File: src/hdl/iec_pkg.sv
// Purpose: Shared constants for the interrupt entry and exit controller.
// Assumes: One 40 MHz clock, synchronous active-low reset.
// Notes: Register offsets are word aligned byte addresses on the Wishbone port.
package iec_pkg;
  localparam int IEC_NSRC = 8;
  localparam int IEC_PCW = 22;
  localparam int IEC_SPW = 16;
  localparam logic [IEC_SPW-1:0] IEC_SP_RESET = 16'h10FF;
  localparam logic [IEC_PCW-1:0] IEC_VEC_BASE = 22'h000002;
  localparam logic [IEC_PCW-1:0] IEC_VEC_STEP = 22'h000002;
  // Cycle figures of the entry and return sequences.
  localparam int IEC_ENTRY_CYC = 5;
  localparam int IEC_WAKE_EXTRA_CYC = 5;
  localparam int IEC_RETURN_CYC = 5;
  localparam int IEC_JUMP_CYC = 3;
  localparam int IEC_PC_BYTES = 3;
  // Register map.
  localparam logic [7:0] IEC_ADDR_FLAG = 8'h00;
  localparam logic [7:0] IEC_ADDR_ENABLE = 8'h04;
  localparam logic [7:0] IEC_ADDR_TYPE = 8'h08;
  localparam logic [7:0] IEC_ADDR_STATUS = 8'h0C;
  localparam logic [7:0] IEC_ADDR_SP = 8'h10;
  localparam logic [7:0] IEC_ADDR_PC = 8'h14;
  localparam int IEC_STATUS_GIE_BIT = 7;
  localparam logic [7:0] IEC_TYPE_RESET = 8'h00;
  typedef enum logic [2:0] {
    IEC_ST_RUN = 3'b000,
    IEC_ST_WAKE = 3'b001,
    IEC_ST_ENTRY = 3'b010,
    IEC_ST_JUMP = 3'b011,
    IEC_ST_RETURN = 3'b100,
    IEC_ST_HOLD = 3'b101
  } iec_state_t;
endpackage

File: src/hdl/iec_prio.sv
// Purpose: Fixed priority picker, lowest index wins.
// Assumes: Combinational, same clock domain as the caller.
// Notes: Index zero is the external request zero source.
module iec_prio
  import iec_pkg::*;
#(
  parameter int N = IEC_NSRC
)
(
  input wire logic [N-1:0] req,
  output logic any,
  output logic [$clog2(N)-1:0] idx
);
  always_comb
  begin
    any = 1'b0;
    idx = '0;
    for (int i = N - 1; i >= 0; i--)
    begin
      if (req[i])
      begin
        any = 1'b1;
        idx = i[$clog2(N)-1:0];
      end
    end
  end
endmodule

File: src/hdl/iec_counter.sv
// Purpose: Down counter that times one sequence phase.
// Assumes: Load and count in the same clock domain.
// Notes: done is high in the last cycle of a loaded phase.
module iec_counter
(
  input wire logic clk_sys,
  input wire logic nrst,
  input wire logic load,
  input wire logic [3:0] loadVal,
  output logic done,
  output logic busy
);
  logic [3:0] cnt_r;
  logic [3:0] cnt_nxt;
  always_comb
  begin
    cnt_nxt = cnt_r;
    if (load)
      cnt_nxt = loadVal;
    else if (cnt_r != 4'h0)
      cnt_nxt = cnt_r - 4'h1;
  end
  always_ff @(posedge clk_sys)
  begin
    if (!nrst)
      cnt_r <= 4'h0;
    else
      cnt_r <= cnt_nxt;
  end
  assign done = (cnt_r == 4'h1);
  assign busy = (cnt_r != 4'h0);
endmodule

File: src/hdl/iec_ctrl.sv
// Purpose: Interrupt acceptance, entry and return sequencing of a small core.
// Assumes: Sequencer inputs are on clk_sys; source pins are asynchronous.
// Notes: Registers on classic Wishbone; stack bytes go out on a push/pop port.
//
// The Wishbone register port and the register offsets are this design's own decisions.
module iec_ctrl
  import iec_pkg::*;
#(
  parameter int NSRC = IEC_NSRC
)
(
  input wire logic clk_sys,
  input wire logic nrst,
  input wire logic [NSRC-1:0] srcPin,
  input wire logic instrBoundary,
  input wire logic instrSei,
  input wire logic instrCli,
  input wire logic instrReti,
  input wire logic sleeping,
  input wire logic [IEC_PCW-1:0] programCounter,
  input wire logic [7:0] stackRdData,
  output logic cpuHold,
  output logic pcLoad,
  output logic [IEC_PCW-1:0] pcLoadValue,
  output logic stackPush,
  output logic stackPop,
  output logic [IEC_SPW-1:0] stackAddr,
  output logic [7:0] stackWrData,
  output logic irqAck,
  output logic [$clog2(NSRC)-1:0] irqAckIdx,
  input wire logic wb_cyc_i,
  input wire logic wb_stb_i,
  input wire logic wb_we_i,
  input wire logic [7:0] wb_adr_i,
  input wire logic [3:0] wb_sel_i,
  input wire logic [31:0] wb_dat_i,
  output logic [31:0] wb_dat_o,
  output logic wb_ack_o
);
  localparam int IW = $clog2(NSRC);
  localparam logic [3:0] ENTRY_LD = 4'(IEC_ENTRY_CYC);
  localparam logic [3:0] WAKE_LD = 4'(IEC_WAKE_EXTRA_CYC);
  localparam logic [3:0] RET_LD = 4'(IEC_RETURN_CYC);
  localparam logic [3:0] JUMP_LD = 4'(IEC_JUMP_CYC);

  logic [NSRC-1:0] sync1_r;
  logic [NSRC-1:0] sync2_r;
  logic [NSRC-1:0] prev_r;
  logic [NSRC-1:0] flag_r, flag_nxt;
  logic [NSRC-1:0] enable_r, enable_nxt;
  logic [NSRC-1:0] levelType_r, levelType_nxt;
  logic [7:0] status_r, status_nxt;
  logic [IEC_SPW-1:0] sp_r, sp_nxt;
  logic [IEC_PCW-1:0] savedPc_r, savedPc_nxt;
  logic [IEC_PCW-1:0] popPc_r, popPc_nxt;
  iec_state_t state_r, state_nxt;
  logic [IW-1:0] sel_r, sel_nxt;
  logic [1:0] byteCnt_r, byteCnt_nxt;
  logic blockOne_r, blockOne_nxt;
  logic ack_r, ack_nxt;
  logic [31:0] rdData_r, rdData_nxt;
  logic [NSRC-1:0] pending;
  logic [NSRC-1:0] eligible;
  logic anyEligible;
  logic [IW-1:0] winner;
  logic cntLoad;
  logic [3:0] cntLoadVal;
  logic cntDone;
  logic cntBusy;
  logic wbReq;
  logic wbWrite;
  logic gie;
  logic accept;
  logic [8*IEC_PC_BYTES-1:0] pcWide;

  // Source pins pass two flops; the first is read only by the second.
  always_ff @(posedge clk_sys)
  begin
    if (!nrst)
    begin
      sync1_r <= '0;
      sync2_r <= '0;
      prev_r <= '0;
    end
    else
    begin
      sync1_r <= srcPin;
      sync2_r <= sync1_r;
      prev_r <= sync2_r;
    end
  end

  assign gie = status_r[IEC_STATUS_GIE_BIT];
  assign wbReq = wb_cyc_i && wb_stb_i && !ack_r;
  // A write lands at the edge that completes the cycle, while ack stands high.
  assign wbWrite = wb_cyc_i && wb_stb_i && ack_r && wb_we_i && wb_sel_i[0];
  // Zero-extended so the top pushed byte never reads past the counter's width.
  assign pcWide = (8*IEC_PC_BYTES)'(savedPc_r);

  // Level-type sources bypass the flag and request only while present.
  assign pending = (levelType_r & sync2_r) | (~levelType_r & flag_r);
  assign eligible = pending & enable_r & {NSRC{gie}};

  iec_prio #(
    .N(NSRC)
  ) u_prio (
    .req(eligible),
    .any(anyEligible),
    .idx(winner)
  );

  // A disable in this cycle, a fresh enable, or the first instruction after
  // a return all veto acceptance.
  assign accept = (state_r == IEC_ST_RUN) && instrBoundary && anyEligible
    && !instrCli && !instrSei && !instrReti && !blockOne_r;

  iec_counter u_cnt (
    .clk_sys(clk_sys),
    .nrst(nrst),
    .load(cntLoad),
    .loadVal(cntLoadVal),
    .done(cntDone),
    .busy(cntBusy)
  );

  always_comb
  begin
    flag_nxt = flag_r;
    enable_nxt = enable_r;
    levelType_nxt = levelType_r;
    status_nxt = status_r;
    sp_nxt = sp_r;
    savedPc_nxt = savedPc_r;
    popPc_nxt = popPc_r;
    state_nxt = state_r;
    sel_nxt = sel_r;
    byteCnt_nxt = byteCnt_r;
    blockOne_nxt = blockOne_r;
    cntLoad = 1'b0;
    cntLoadVal = 4'h0;
    ack_nxt = wbReq;
    rdData_nxt = rdData_r;
    cpuHold = (state_r != IEC_ST_RUN);
    pcLoad = 1'b0;
    pcLoadValue = '0;
    stackPush = 1'b0;
    stackPop = 1'b0;
    stackAddr = sp_r;
    stackWrData = 8'h00;
    irqAck = 1'b0;
    irqAckIdx = sel_r;
    // Software flag clear comes first so that a same-cycle edge wins.
    if (wbWrite && wb_adr_i == IEC_ADDR_FLAG)
      flag_nxt = flag_nxt & ~wb_dat_i[NSRC-1:0];
    if (accept && !levelType_r[winner])
      flag_nxt[winner] = 1'b0;
    // Edges latch regardless of either enable.
    flag_nxt = flag_nxt | (sync2_r & ~prev_r & ~levelType_r);
    if (wbWrite)
    begin
      case (wb_adr_i)
        IEC_ADDR_ENABLE: enable_nxt = wb_dat_i[NSRC-1:0];
        IEC_ADDR_TYPE: levelType_nxt = wb_dat_i[NSRC-1:0];
        // Software owns the whole status byte; setting GIE here nests.
        IEC_ADDR_STATUS: status_nxt = wb_dat_i[7:0];
        IEC_ADDR_SP: sp_nxt = wb_dat_i[IEC_SPW-1:0];
        default: ;
      endcase
    end
    if (instrCli)
      status_nxt[IEC_STATUS_GIE_BIT] = 1'b0;
    if (instrSei && state_r == IEC_ST_RUN)
      status_nxt[IEC_STATUS_GIE_BIT] = 1'b1;
    if (state_r == IEC_ST_RUN && instrBoundary)
      blockOne_nxt = 1'b0;
    case (state_r)
      IEC_ST_RUN:
      begin
        if (accept)
        begin
          status_nxt[IEC_STATUS_GIE_BIT] = 1'b0;
          sel_nxt = winner;
          savedPc_nxt = programCounter;
          byteCnt_nxt = 2'd0;
          irqAck = 1'b1;
          irqAckIdx = winner;
          cntLoad = 1'b1;
          if (sleeping)
          begin
            cntLoadVal = WAKE_LD;
            state_nxt = IEC_ST_WAKE;
          end
          else
          begin
            cntLoadVal = ENTRY_LD;
            state_nxt = IEC_ST_ENTRY;
          end
        end
        else if (instrReti && instrBoundary)
        begin
          byteCnt_nxt = 2'd0;
          cntLoad = 1'b1;
          cntLoadVal = RET_LD;
          state_nxt = IEC_ST_RETURN;
        end
      end
      IEC_ST_WAKE:
      begin
        if (cntDone)
        begin
          cntLoad = 1'b1;
          cntLoadVal = ENTRY_LD;
          state_nxt = IEC_ST_ENTRY;
        end
      end
      IEC_ST_ENTRY:
      begin
        // Low byte first, stack grows downward.
        if (byteCnt_r < 2'(IEC_PC_BYTES))
        begin
          stackPush = 1'b1;
          stackWrData = pcWide[8*byteCnt_r +: 8];
          sp_nxt = sp_r - 16'h0001;
          byteCnt_nxt = byteCnt_r + 2'd1;
        end
        if (cntDone)
        begin
          pcLoad = 1'b1;
          pcLoadValue = IEC_VEC_BASE + IEC_PCW'(sel_r) * IEC_VEC_STEP;
          cntLoad = 1'b1;
          cntLoadVal = JUMP_LD;
          state_nxt = IEC_ST_JUMP;
        end
      end
      IEC_ST_JUMP:
      begin
        if (cntDone)
          state_nxt = IEC_ST_RUN;
      end
      IEC_ST_RETURN:
      begin
        if (byteCnt_r < 2'(IEC_PC_BYTES))
        begin
          stackPop = 1'b1;
          stackAddr = sp_r + 16'h0001;
          sp_nxt = sp_r + 16'h0001;
          byteCnt_nxt = byteCnt_r + 2'd1;
        end
        if (byteCnt_r != 2'd0 && byteCnt_r <= 2'(IEC_PC_BYTES))
          popPc_nxt = {popPc_r[IEC_PCW-9:0], stackRdData};
        if (cntDone)
        begin
          pcLoad = 1'b1;
          pcLoadValue = popPc_r;
          status_nxt[IEC_STATUS_GIE_BIT] = 1'b1;
          blockOne_nxt = 1'b1;
          state_nxt = IEC_ST_RUN;
        end
      end
      default: state_nxt = IEC_ST_RUN;
    endcase
    if (wbReq && !wb_we_i)
    begin
      case (wb_adr_i)
        IEC_ADDR_FLAG: rdData_nxt = 32'(flag_r);
        IEC_ADDR_ENABLE: rdData_nxt = 32'(enable_r);
        IEC_ADDR_TYPE: rdData_nxt = 32'(levelType_r);
        IEC_ADDR_STATUS: rdData_nxt = {24'h000000, status_r};
        IEC_ADDR_SP: rdData_nxt = 32'(sp_r);
        IEC_ADDR_PC: rdData_nxt = {1'b0, cntBusy, 3'(state_r), 5'h00, savedPc_r};
        default: rdData_nxt = 32'h00000000;
      endcase
    end
  end

  always_ff @(posedge clk_sys)
  begin
    if (!nrst)
    begin
      flag_r <= '0;
      enable_r <= '0;
      levelType_r <= NSRC'(IEC_TYPE_RESET);
      status_r <= 8'h00;
      sp_r <= IEC_SP_RESET;
      savedPc_r <= '0;
      popPc_r <= '0;
      state_r <= IEC_ST_RUN;
      sel_r <= '0;
      byteCnt_r <= 2'd0;
      blockOne_r <= 1'b0;
      ack_r <= 1'b0;
      rdData_r <= 32'h00000000;
    end
    else
    begin
      flag_r <= flag_nxt;
      enable_r <= enable_nxt;
      levelType_r <= levelType_nxt;
      status_r <= status_nxt;
      sp_r <= sp_nxt;
      savedPc_r <= savedPc_nxt;
      popPc_r <= popPc_nxt;
      state_r <= state_nxt;
      sel_r <= sel_nxt;
      byteCnt_r <= byteCnt_nxt;
      blockOne_r <= blockOne_nxt;
      ack_r <= ack_nxt;
      rdData_r <= rdData_nxt;
    end
  end

  assign wb_ack_o = ack_r;
  assign wb_dat_o = rdData_r;
endmodule

File: config.mk
export PLATFORM = sky130hd
export DESIGN_NAME = iec_ctrl
export DESIGN_NICKNAME = d
export VERILOG_FILES = /design/src/hdl/iec_pkg.sv /design/src/hdl/iec_prio.sv /design/src/hdl/iec_counter.sv /design/src/hdl/iec_ctrl.sv
export SDC_FILE = /design/constraint.sdc
export NUM_CORES = 1
export LEC_CHECK = 0
export BUFFER_PORTS_ARGS = -buffer_cell sky130_fd_sc_hd__buf_4
export CAP_MARGIN = 30
export CORE_MARGIN = 2
export CORE_UTILIZATION = 55
export CTS_BUF_LIST = sky130_fd_sc_hd__clkbuf_4 sky130_fd_sc_hd__clkbuf_8 sky130_fd_sc_hd__clkbuf_16
export DETAILED_ROUTE_END_ITERATION = 12
export PLACE_DENSITY_LB_ADDON = 0.15
export SLEW_MARGIN = 0
export SYNTH_ARGS = -nofsm -noshare
export SYNTH_HDL_FRONTEND = slang
export SYNTH_SLANG_ARGS = --single-unit
File: constraint.sdc
create_clock -name clk_sys -period 2.8 [get_ports clk_sys]
set_input_delay 0.56 -clock clk_sys [delete_from_list [all_inputs] [get_ports clk_sys]]
set_output_delay 0.56 -clock clk_sys [all_outputs]
set_load 0.005 [all_outputs]
==> flow_summary.toml, run 1 <==
[sta]
slew_viol_final = 0
worst_slack_ns = 0.0361
timing.final.crit_share_pct = 98.7
fmax_mhz = 362
rsz0062_at_grt = "true"
worst_clock_skew_ns = 0.00875
min_period_ns = 2.76
setup_viol = 0
finalHoldViolations = 0
holdWs_ns = 0.335

[worst_setup_path]
critPathLaunchType = "flip-flop"
required_ns = 2.24
regToRegStartpoint = "levelType_r[4]$_SDFFE_PN0P_"
endpoint_kind = "primary output"
cp_max_fo = 3
rrSetupSlack_ns = 0.41
startpoint = "levelType_r[4]$_SDFFE_PN0P_"
setup.worst_path.class = "flip-flop to primary output"
critical_path_arrival_ns = 2.20

[cts]
clock_latency_ns = 0.43
hold_buffers = 0
cts_buffer_depth = 2
cts_buffers = 17
clkSinkCount = 156
cts.htree.levels = 4
cts-root-buf = "clkbuf_16"
path_clk_slew_ns = 0.07
tritoncts = "built"

[synth]
ys_ff_latch = 156
synth_area_leaders = "dfxtp_1 39%, nand2_1 9.3%, a21oi_1 7.2%"
synth_compound_area_share_pct = 18.8
ys.flop_type = "dfxtp_1"
synth_common_cells = "198 x nand2_1, 156 x dfxtp_1, 115 x a21oi_1"
synth_top_family_by_area = "simple AND/OR/NAND/NOR gates"
syn_area_um2 = 7970
synth_xor_area_share_pct = 2.86
yosys_warnings = 0
synth_edf_count = 0
synth.most_common_cell = "nand2_1"
ys_seq_area_share_pct = 39.2
yosys.area_share.simple_pct = 26.4
synthAdderAreaFrac_pct = 1.26
synthCells = 995
synth.distinct_cells = 78
synth_top_area_share_pct = 39.2
ys_async_sr_fraction_pct = 0
synthMuxAreaShare_pct = 6.24
avgSynthCellArea_um2 = 8.01
synth_area_leader_cell = "dfxtp_1"

[placement]
dp_slack_ns = 0.124
detailed_place_hpwl_mm = 16.7
gp_congestion = 0.963
port_buffers = 153

[hold_path]
hold_class = "primary input to flip-flop"
min_from = "srcPin[4]"

[global_route]
grt_pass1_vias = 7366
antenna_found_initial = 0
overflow = 0
grt_max_degree = 85
grt_pass1_wl_mm = 38.0
grt_use_total_pct = 30.2

[routing]
route.met2.wl_mm = 11.5
initialDrtViolationCount = 718
vias = 8033
wl_per_cell_um = 17.8
firstDrtPassIters = 6
drcViolationCount = 0
top_layer_used = "met4"
via_per_inst = 5.95
postRouteWirelength_mm = 24.1
wl_met3_mm = 1.97
met1Wirelength_mm = 9.85
drtAntennaViolNets = 0

[die]
start_util_pct = 56.9
die_height_um = 124
coreArea_um2 = 14000
die_width_um = 124
fp.dieArea_um2 = 15500
core.rowCount = 43
ioPinCount = 179

[flow_run]
max-cap-violations = 0

[finish]
antennaDiodeCount = 0
nNetsFinal = 1257
areaGrowthSynthToFinish_pct = 30.0
drive_gt1_share_pct = 28.2
final_util_pct = 74.0

[pwr]
leakagePower_nw = 4.12
design_power_total_mw = 5.71
vdd_drop_max_v = 0.000535
powerDensity_nw_per_um2 = 552

[run_status]
status = "complete, no violations"
## power breakdown
| group | total (mW) | internal [mW] | switching, mW |
|---|---|---|---|
| sequential | 2.40 | 2.30 | 0.0931 |
| combinational | 0.981 | 0.464 | 0.517 |
| clock | 2.33 | 1.38 | 0.954 |
| total | 5.71 | 4.15 | 1.56 |
## layout by cell type, fill, tap and decap left out, types with 14 or more instances in the layout
master / n
inv_1: 14
o21ai_0: 17
and2_1: 45
nand3_1: 37
a21oi_1: 115
buf_4: 211
dfxtp_1: 144
nor2_1: 71
nand2_1: 194
xnor2_1: 16
mux2i_1: 21
clkbuf_16: 17
## per-stage QoR
stage	cell area, um2	setup TNS (ns)	std cells
after floorplan	7980	0	1000
after global placement	9400	0	1304
after detailed placement	9400	0	1304
after CTS	10200	0	1343
after global routing	10400	-0.159	1350
final	10400	0	1350
## final timing paths
kind / depth (start not counted) / endpoint
setup / recovery: 7 / irqAckIdx[0]
hold reg to reg: 1 / flag_r[6]$_SDFF_PN0_
setup reg to reg: 9 / u_cnt.cnt_r[1]$_SDFFE_PN0P_
hold / removal: 2 / sync1_r[4]$_SDFF_PN0_
## layer usage
metal  up-vias  GRT usage (%)
met5         -              0
met4         0           12.3
met3        63           6.74
met2       385           48.9
met1      3787           39.1
li1       3798              -
## repair_timing
| item | in CTS | in global routing |
|---|---|---|
| cloned | 1 | 0 |
| endpoints found under the setup margin | 15 | 14 |
| pin swaps | 3 | 4 |
| setup buffers | 6 | 7 |
| resized for setup | 26 | 32 |
| endpoints found under the hold margin | 0 | 0 |
## final cells by class
| cell class | instances | area [um2] |
|---|---|---|
| multi-input cells | 749 | 4620 |
| fillers | 1139 | 3640 |
| flip-flops and latches | 156 | 3140 |
| repair buffers | 216 | 1700 |
| clock buffers | 20 | 460 |
| well taps | 180 | 225 |
| clock inverters | 12 | 138 |
| inverters | 17 | 71.3 |
## worst max-delay path, stage by stage (launching register included)
cell and delay, ns:
dfxtp_4 0.36, mux2_4 0.32, o2bb2ai_2 0.15, o41ai_2 0.44, buf_4 0.21, nand2_2 0.07
o31ai_4 0.07, buf_4 0.15
## state kept, by name, indices dropped and copies added (netlist names)
signal       count
sync1_r          8
prev_r           8
sp_r            16
levelType_r      8
state_r          3
popPc_r         22
status_r         8
sel_r            3
sync2_r          8
wb_ack_o         1
byteCnt_r        2
enable_r         8
blockOne_r       1
savedPc_r       22
u_cnt.cnt_r      4
flag_r           8
wb_dat_o        26
## cells by family (layout without fill, tap and decap cells)
group                    count (synthesis)  in the layout
buffers and inverters                   95            265
multiplexers                            38             38
AND/OR/NAND/NOR                        434            434
AO/OA/AOI/OAI                          237            237
adder cells (fa/ha/maj)                  8              8
XOR/XNOR                                26             26
flip-flops                             156            156
other                                    1              6
(Power assumes the default switching activity.)
==> run 2, diff against run 1 <==
ABC_AREA = 1   (was unset)
CTS_BUF_LIST = unset   (was sky130_fd_sc_hd__clkbuf_4 sky130_fd_sc_hd__clkbuf_8 sky130_fd_sc_hd__clkbuf_16)
==> run 2 against run 1 <==
The run now ends with negative setup slack left. Final area fell by 2.1%. Utilization is 1.6 points lower. Clock skew grew 0.00069 ns. Final cell count is 11% higher. Sequential share of layout area up 0.64 points. Critical path depth increased by 4. Register-to-register slack about the same. Global-route usage down 0.54 points. Critical endpoint is now stackAddr[15].
==> flow_summary.toml, run 2 <==
[worst_setup_path]
cp_max_fo = 4
crit_family = "simple AND/OR/NAND/NOR gates"
worst_r2r_endpoint = "sp_r[13]$_SDFF_PN0_"
regToRegStartpoint = "state_r[1]$_SDFFE_PN0P_"
critPathLaunchType = "flip-flop"
reg2regPathDepth = 12
cp_num_buf_inv = 3
setup.worst_path.class = "flip-flop to primary output"
critical_path_arrival_ns = 2.25
cp_slowest_stage_delay_ns = 0.37
rrSetupSlack_ns = 0.40
startpoint = "sp_r[0]$_SDFF_PN1_"
cp_common_cell = "nor2_4"
endpoint_kind = "primary output"
required_ns = 2.24
cp_cell_sequence = "buf_6 -> inv_8 -> nor3_4 -> nand4_2 -> nor2_4 -> nand2_4 -> nor2_4 -> nand2_2 -> xor2_2 -> mux2i_1 -> buf_4"
crit_slowest_cell = "dfxtp_4"

[cts]
clkSinkCount = 156
tritoncts = "built"
cts-root-buf = "clkbuf_16"
hold_buffers = 0
path_clk_slew_ns = 0.06
cts_buffer_depth = 2
cts.htree.levels = 4
cts_buffers = 17
clock_latency_ns = 0.42

[finish]
antennaDiodeCount = 0
final_util_pct = 72.4
regArea_um2 = 3140
final_common_cell = "nand2_1"
multi_input_area_um2 = 4020
largest_reg_flops = 26
drive_gt1_share_pct = 22.3
nNetsFinal = 1410
final_cell_area_um2 = 10100
n_fill_cell = 1198
areaGrowthSynthToFinish_pct = 27.6
layout_common_cells = "224 x nand2_1, 194 x buf_4, 167 x inv_1, 150 x dfxtp_1, 121 x a21oi_1"

[sta]
fmax_mhz = 356
worst_slack_ns = -0.0104
slew_headroom_pct = 51.8
finalHoldViolations = 0
worst_pin_slew_ns = 0.719
fin_setup_tns_ns = -0.0104
min_period_ns = 2.81
setup_viol = 1
worst_clock_skew_ns = 0.00944
timing.final.crit_share_pct = 100
slew_viol_final = 0
rsz0062_at_grt = "true"

[global_route]
antenna_found_initial = 0
grt_pass1_wl_mm = 35.7
grt_pass1_vias = 7397
grt_use_total_pct = 29.6
overflow = 0
grt_max_degree = 56

[die]
die_width_um = 124
coreArea_um2 = 14000
fp.dieArea_um2 = 15400
ioPinCount = 179
core.rowCount = 43
start_util_pct = 56.8
die_height_um = 124

[routing]
vias = 8291
initialDrtViolationCount = 930
postRouteWirelength_mm = 23.2
drtAntennaViolNets = 0
firstDrtPassIters = 5
via_per_inst = 5.52
drcViolationCount = 0
wl_per_cell_um = 15.5

[synth]
ys_seq_area_share_pct = 39.3
ys_ff_latch = 156
synth_area_leader_cell = "dfxtp_1"
yosys_warnings = 0
synth.most_common_cell = "nand2_1"
synth_edf_count = 0
synth_area_leaders = "dfxtp_1 39%, nand2_1 11%, inv_1 7.9%"
syn_area_um2 = 7940
synthCells = 1146
synth.distinct_cells = 49
synth_common_cells = "228 x nand2_1, 168 x inv_1, 156 x dfxtp_1"
ys.flop_type = "dfxtp_1"
ys_async_sr_fraction_pct = 0
avgSynthCellArea_um2 = 6.93
synth_top_area_share_pct = 39.3

[pwr]
vdd_drop_max_v = 0.000534
leakagePower_nw = 4.59
design_power_total_mw = 6.33
powerDensity_nw_per_um2 = 625

[placement]
port_buffers = 153
gp_congestion = 0.954
dp_slack_ns = 0.245
dpl_cell_area_um2 = 9250
detailed_place_hpwl_mm = 16.6

[run_status]
status = "complete, but fails checks"
violations = "negative setup slack"

[hold_path]
hold_class = "primary input to flip-flop"
hold_end = "sync1_r[2]$_SDFF_PN0_"
min_from = "srcPin[2]"
hold_depth = 3

[flow_run]
max-cap-violations = 0
## run 2: final cells by class
cell class / instances / share of cell area (%)
Tap cell: 180 / 2.22
Inverter: 180 / 6.81
Timing Repair Buffer: 195 / 14.5
Clock buffer: 20 / 4.41
Multi-Input combinational cell: 760 / 39.7
Clock inverter: 10 / 1.37
Sequential cell: 156 / 31.0
## run 2: metrics by stage
stage	std cells	hold WS [ns]
2_1_floorplan	1151	0.390
3_3_place_gp	1453	0.392
3_5_place_dp	1453	0.398
4_1_cts	1489	0.310
5_1_grt	1501	0.328
6_report	1501	0.322
## run 2: metal layers
| metal | GRT usage (%) | vias up | wire (um) |
|---|---|---|---|
| met3 | 6.78 | 54 | 1960 |
| met1 | 37.9 | 3785 | 9590 |
| met5 | 0 | - | 0 |
| met2 | 48.7 | 392 | 11000 |
| li1 | - | 4060 | - |
| met4 | 11.1 | 0 | 703 |
## run 2: cell families (layout without fill, tap and decap cells)
logic type / count (synthesis) / count (layout) / synth area share, %
AOI/OAI and AO/OA: 296 / 296 / 21.2
xor gates and xnor gates: 17 / 17 / 1.88
adders and majority gates: 8 / 8 / 1.26
buffers and inverters: 235 / 405 / 11.9
DFF: 156 / 156 / 39.3
muxes: 3 / 3 / 0.378
other: 1 / 6 / 0.0472
and+or+nand+nor: 430 / 430 / 24.1
## run 2: timing repair
action,4_1_cts,5_1_grt
gates resized for setup,14,30
buffers inserted,6,12
pin swaps,7,12
setup endpoints to repair,9,21
## run 2: worst reg2reg max path, delay by kind of cell, from the launching register on
family | cells | cell delay, ns
AO/OA/AOI/OAI | 3 | 0.37
buffers and inverters | 6 | 0.87
flip-flops | 1 | 0.37
AND/OR/NAND/NOR | 3 | 0.69
## run 2: worst max path at each step
stage	end	slack, ns	cells after the start
global route	stackAddr[15]	-0.09	11
detailed placement	stackAddr[14]	0.24	12
global placement	stackAddr[14]	0.30	12
CTS	stackAddr[14]	-0.03	12
finish	stackAddr[15]	-0.01	11
floorplan	stackAddr[14]	0.63	11
## run 2: power breakdown
group / internal, mW / switching (mW)
clock network: 1.42 / 0.902
registers: 2.38 / 0.140
logic: 0.617 / 0.869
total: 4.42 / 1.91
==> run 3, diff against run 2 <==
CORE_ASPECT_RATIO = 0.5   (was unset)
==> run 3 against run 2 <==
The flow still finishes with violations (negative setup slack). Wire length about the same. Die area up 0.38%. Register-to-register slack better by 0.19 ns. Critical path depth up 1. Maximum frequency down 3.1%. Global-route usage shrank 0.098 points. Final area fell by 1.5%. Clock power is 3% lower. Total power fell by 2.1%. Via count is 0.34% higher.
==> flow_summary.toml, run 3 (same netlist as run 2, synthesis figures left out) <==
[run_status]
status = "complete, but fails checks"
violations = "negative setup slack"

[global_route]
grt_max_degree = 60
grt_use_total_pct = 29.5
use_met3_pct = 6.72
grt_util_met1_pct = 40.3
use_met2_pct = 47.1
grt-busiest-layer = "met2"
grt_pass1_vias = 7446
overflow = 0
antenna_found_initial = 0
grt_pass1_wl_mm = 36.3

[routing]
wl_per_cell_um = 15.5
via_per_inst = 5.55
vias = 8319
firstDrtPassIters = 6
drtAntennaViolNets = 0
initialDrtViolationCount = 820
postRouteWirelength_mm = 23.2
drcViolationCount = 0

[hold_path]
hold_class = "primary input to flip-flop"

[die]
die_height_um = 89.0
ioPinCount = 179
core.rowCount = 30
coreArea_um2 = 13800
die_width_um = 174
start_util_pct = 57.5
fp.dieArea_um2 = 15500

[finish]
drive_gt1_share_pct = 21.3
layout_common_cells = "226 x nand2_1, 180 x buf_4, 168 x inv_1, 149 x dfxtp_1, 121 x a21oi_1"
areaGrowthSynthToFinish_pct = 25.6
regArea_um2 = 3140
antennaDiodeCount = 0
multi_input_area_um2 = 3970
nNetsFinal = 1396
n_fill_cell = 1195
final_common_cell = "nand2_1"
layout.cells.non_filler = 1500
largest_reg_flops = 26

[sta]
worst_clock_skew_ns = 0.0118
worst_slack_ns = -0.0995
worst_pin_slew_ns = 0.689
slew_headroom_pct = 54.1
timing.final.crit_share_pct = 104
fin_setup_tns_ns = -0.0995
finalHoldViolations = 0
slew_viol_final = 0
min_period_ns = 2.90
fmax_mhz = 345
setup_viol = 1
rsz0062_at_grt = "true"
holdWs_ns = 0.321

[worst_setup_path]
regToRegStartpoint = "sp_r[1]$_SDFF_PN1_"
critPathLaunchType = "flip-flop"
critical_path_arrival_ns = 2.34
endpoint_kind = "primary output"
crit_end = "stackAddr[14]"
reg2regPathDepth = 13
rrSetupSlack_ns = 0.59
startpoint = "sp_r[0]$_SDFF_PN1_"
worst_r2r_endpoint = "sp_r[14]$_SDFF_PN0_"
setup.worst_path.class = "flip-flop to primary output"
cp_max_fo = 4
required_ns = 2.24

[pwr]
leakagePower_nw = 4.48
vdd_drop_max_v = 0.000327
powerDensity_nw_per_um2 = 621
design_power_total_mw = 6.20

[cts]
path_clk_slew_ns = 0.07
cts_buffer_depth = 2
hold_buffers = 0
cts-root-buf = "clkbuf_16"
cts.htree.levels = 4
clkSinkCount = 156
cts_buffers = 17
tritoncts = "built"
clock_latency_ns = 0.42

[placement]
gp_congestion = 0.937
port_buffers = 153
dp_slack_ns = 0.281
detailed_place_hpwl_mm = 16.9
dp_cells = 1464

[flow_run]
max-cap-violations = 0
==> run 3: changes by cell type in the layout (fill, tap and decap cells not counted), moves of 2 or more <==
cell       delta
clkinv_2      -3
inv_6         +4
buf_4        -14
nand2_1       +2
nor2_2        +4
bufinv_16     -2
nor2_4        -3
==> run 3: area by class of cell <==
type | instances | share of cell area (%)
multi-input cells | 760 | 39.8
flip-flops and latches | 156 | 31.5
repair buffers | 181 | 13.7
inverters | 180 | 6.85
clock buffers | 19 | 4.44
well taps | 192 | 2.41
clock inverters | 12 | 1.25
==> run 3: through the flow <==
stage,area (um2),utilization [%]
CTS,9850,71.3
detailed placement,9270,67.1
floorplan,7960,-
global route,9970,72.2
global placement,9270,67.1
finish,9970,72.2
==> run 3: worst min-delay path by stage <==
| stage | startpoint | to | slack [ns] | cells past startpoint |
|---|---|---|---|---|
| 6_report | srcPin[3] | sync1_r[3]$_SDFF_PN0_ | 0.32 | 3 |
| 5_1_grt | srcPin[6] | sync1_r[6]$_SDFF_PN0_ | 0.32 | 3 |
| 4_1_cts | srcPin[3] | sync1_r[3]$_SDFF_PN0_ | 0.31 | 3 |
| 3_5_place_dp | sync1_r[4]$_SDFF_PN0_ | sync2_r[4]$_SDFF_PN0_ | 0.40 | 2 |
| 3_3_place_gp | sync1_r[5]$_SDFF_PN0_ | sync2_r[5]$_SDFF_PN0_ | 0.39 | 2 |
| 2_1_floorplan | sync1_r[0]$_SDFF_PN0_ | sync2_r[0]$_SDFF_PN0_ | 0.39 | 2 |
==> run 3: critical path: stages (launching register included) <==
cell	delay [ns]
dfxtp_4	0.38
ha_4	0.15
nand3_4	0.08
nor2_4	0.13
nand2_2	0.07
nor2_4	0.14
nand2_2	0.09
nor3_2	0.20
nand2_1	0.12
o21ai_1	0.15
o21ai_1	0.10
mux2i_1	0.16
buf_4	0.14
==> run 3: routing by layer <==
metal | wire (um) | share of wire (%)
met2 | 10200 | 44
met1 | 10400 | 45
met3 | 2180 | 9.4
met5 | 0 | 0
met4 | 471 | 2.0
==> run 3: report_power, final <==
part           internal, mW  switching, mW
combinational         0.580          0.822
clock                  1.27          0.991
sequential             2.38          0.154
==> run 3: repair_timing <==
action | CTS | global route
pin swaps | 0 | 7
setup buffers | 0 | 5
endpoints found under the setup margin | 7 | 17
gates resized for setup | 9 | 23
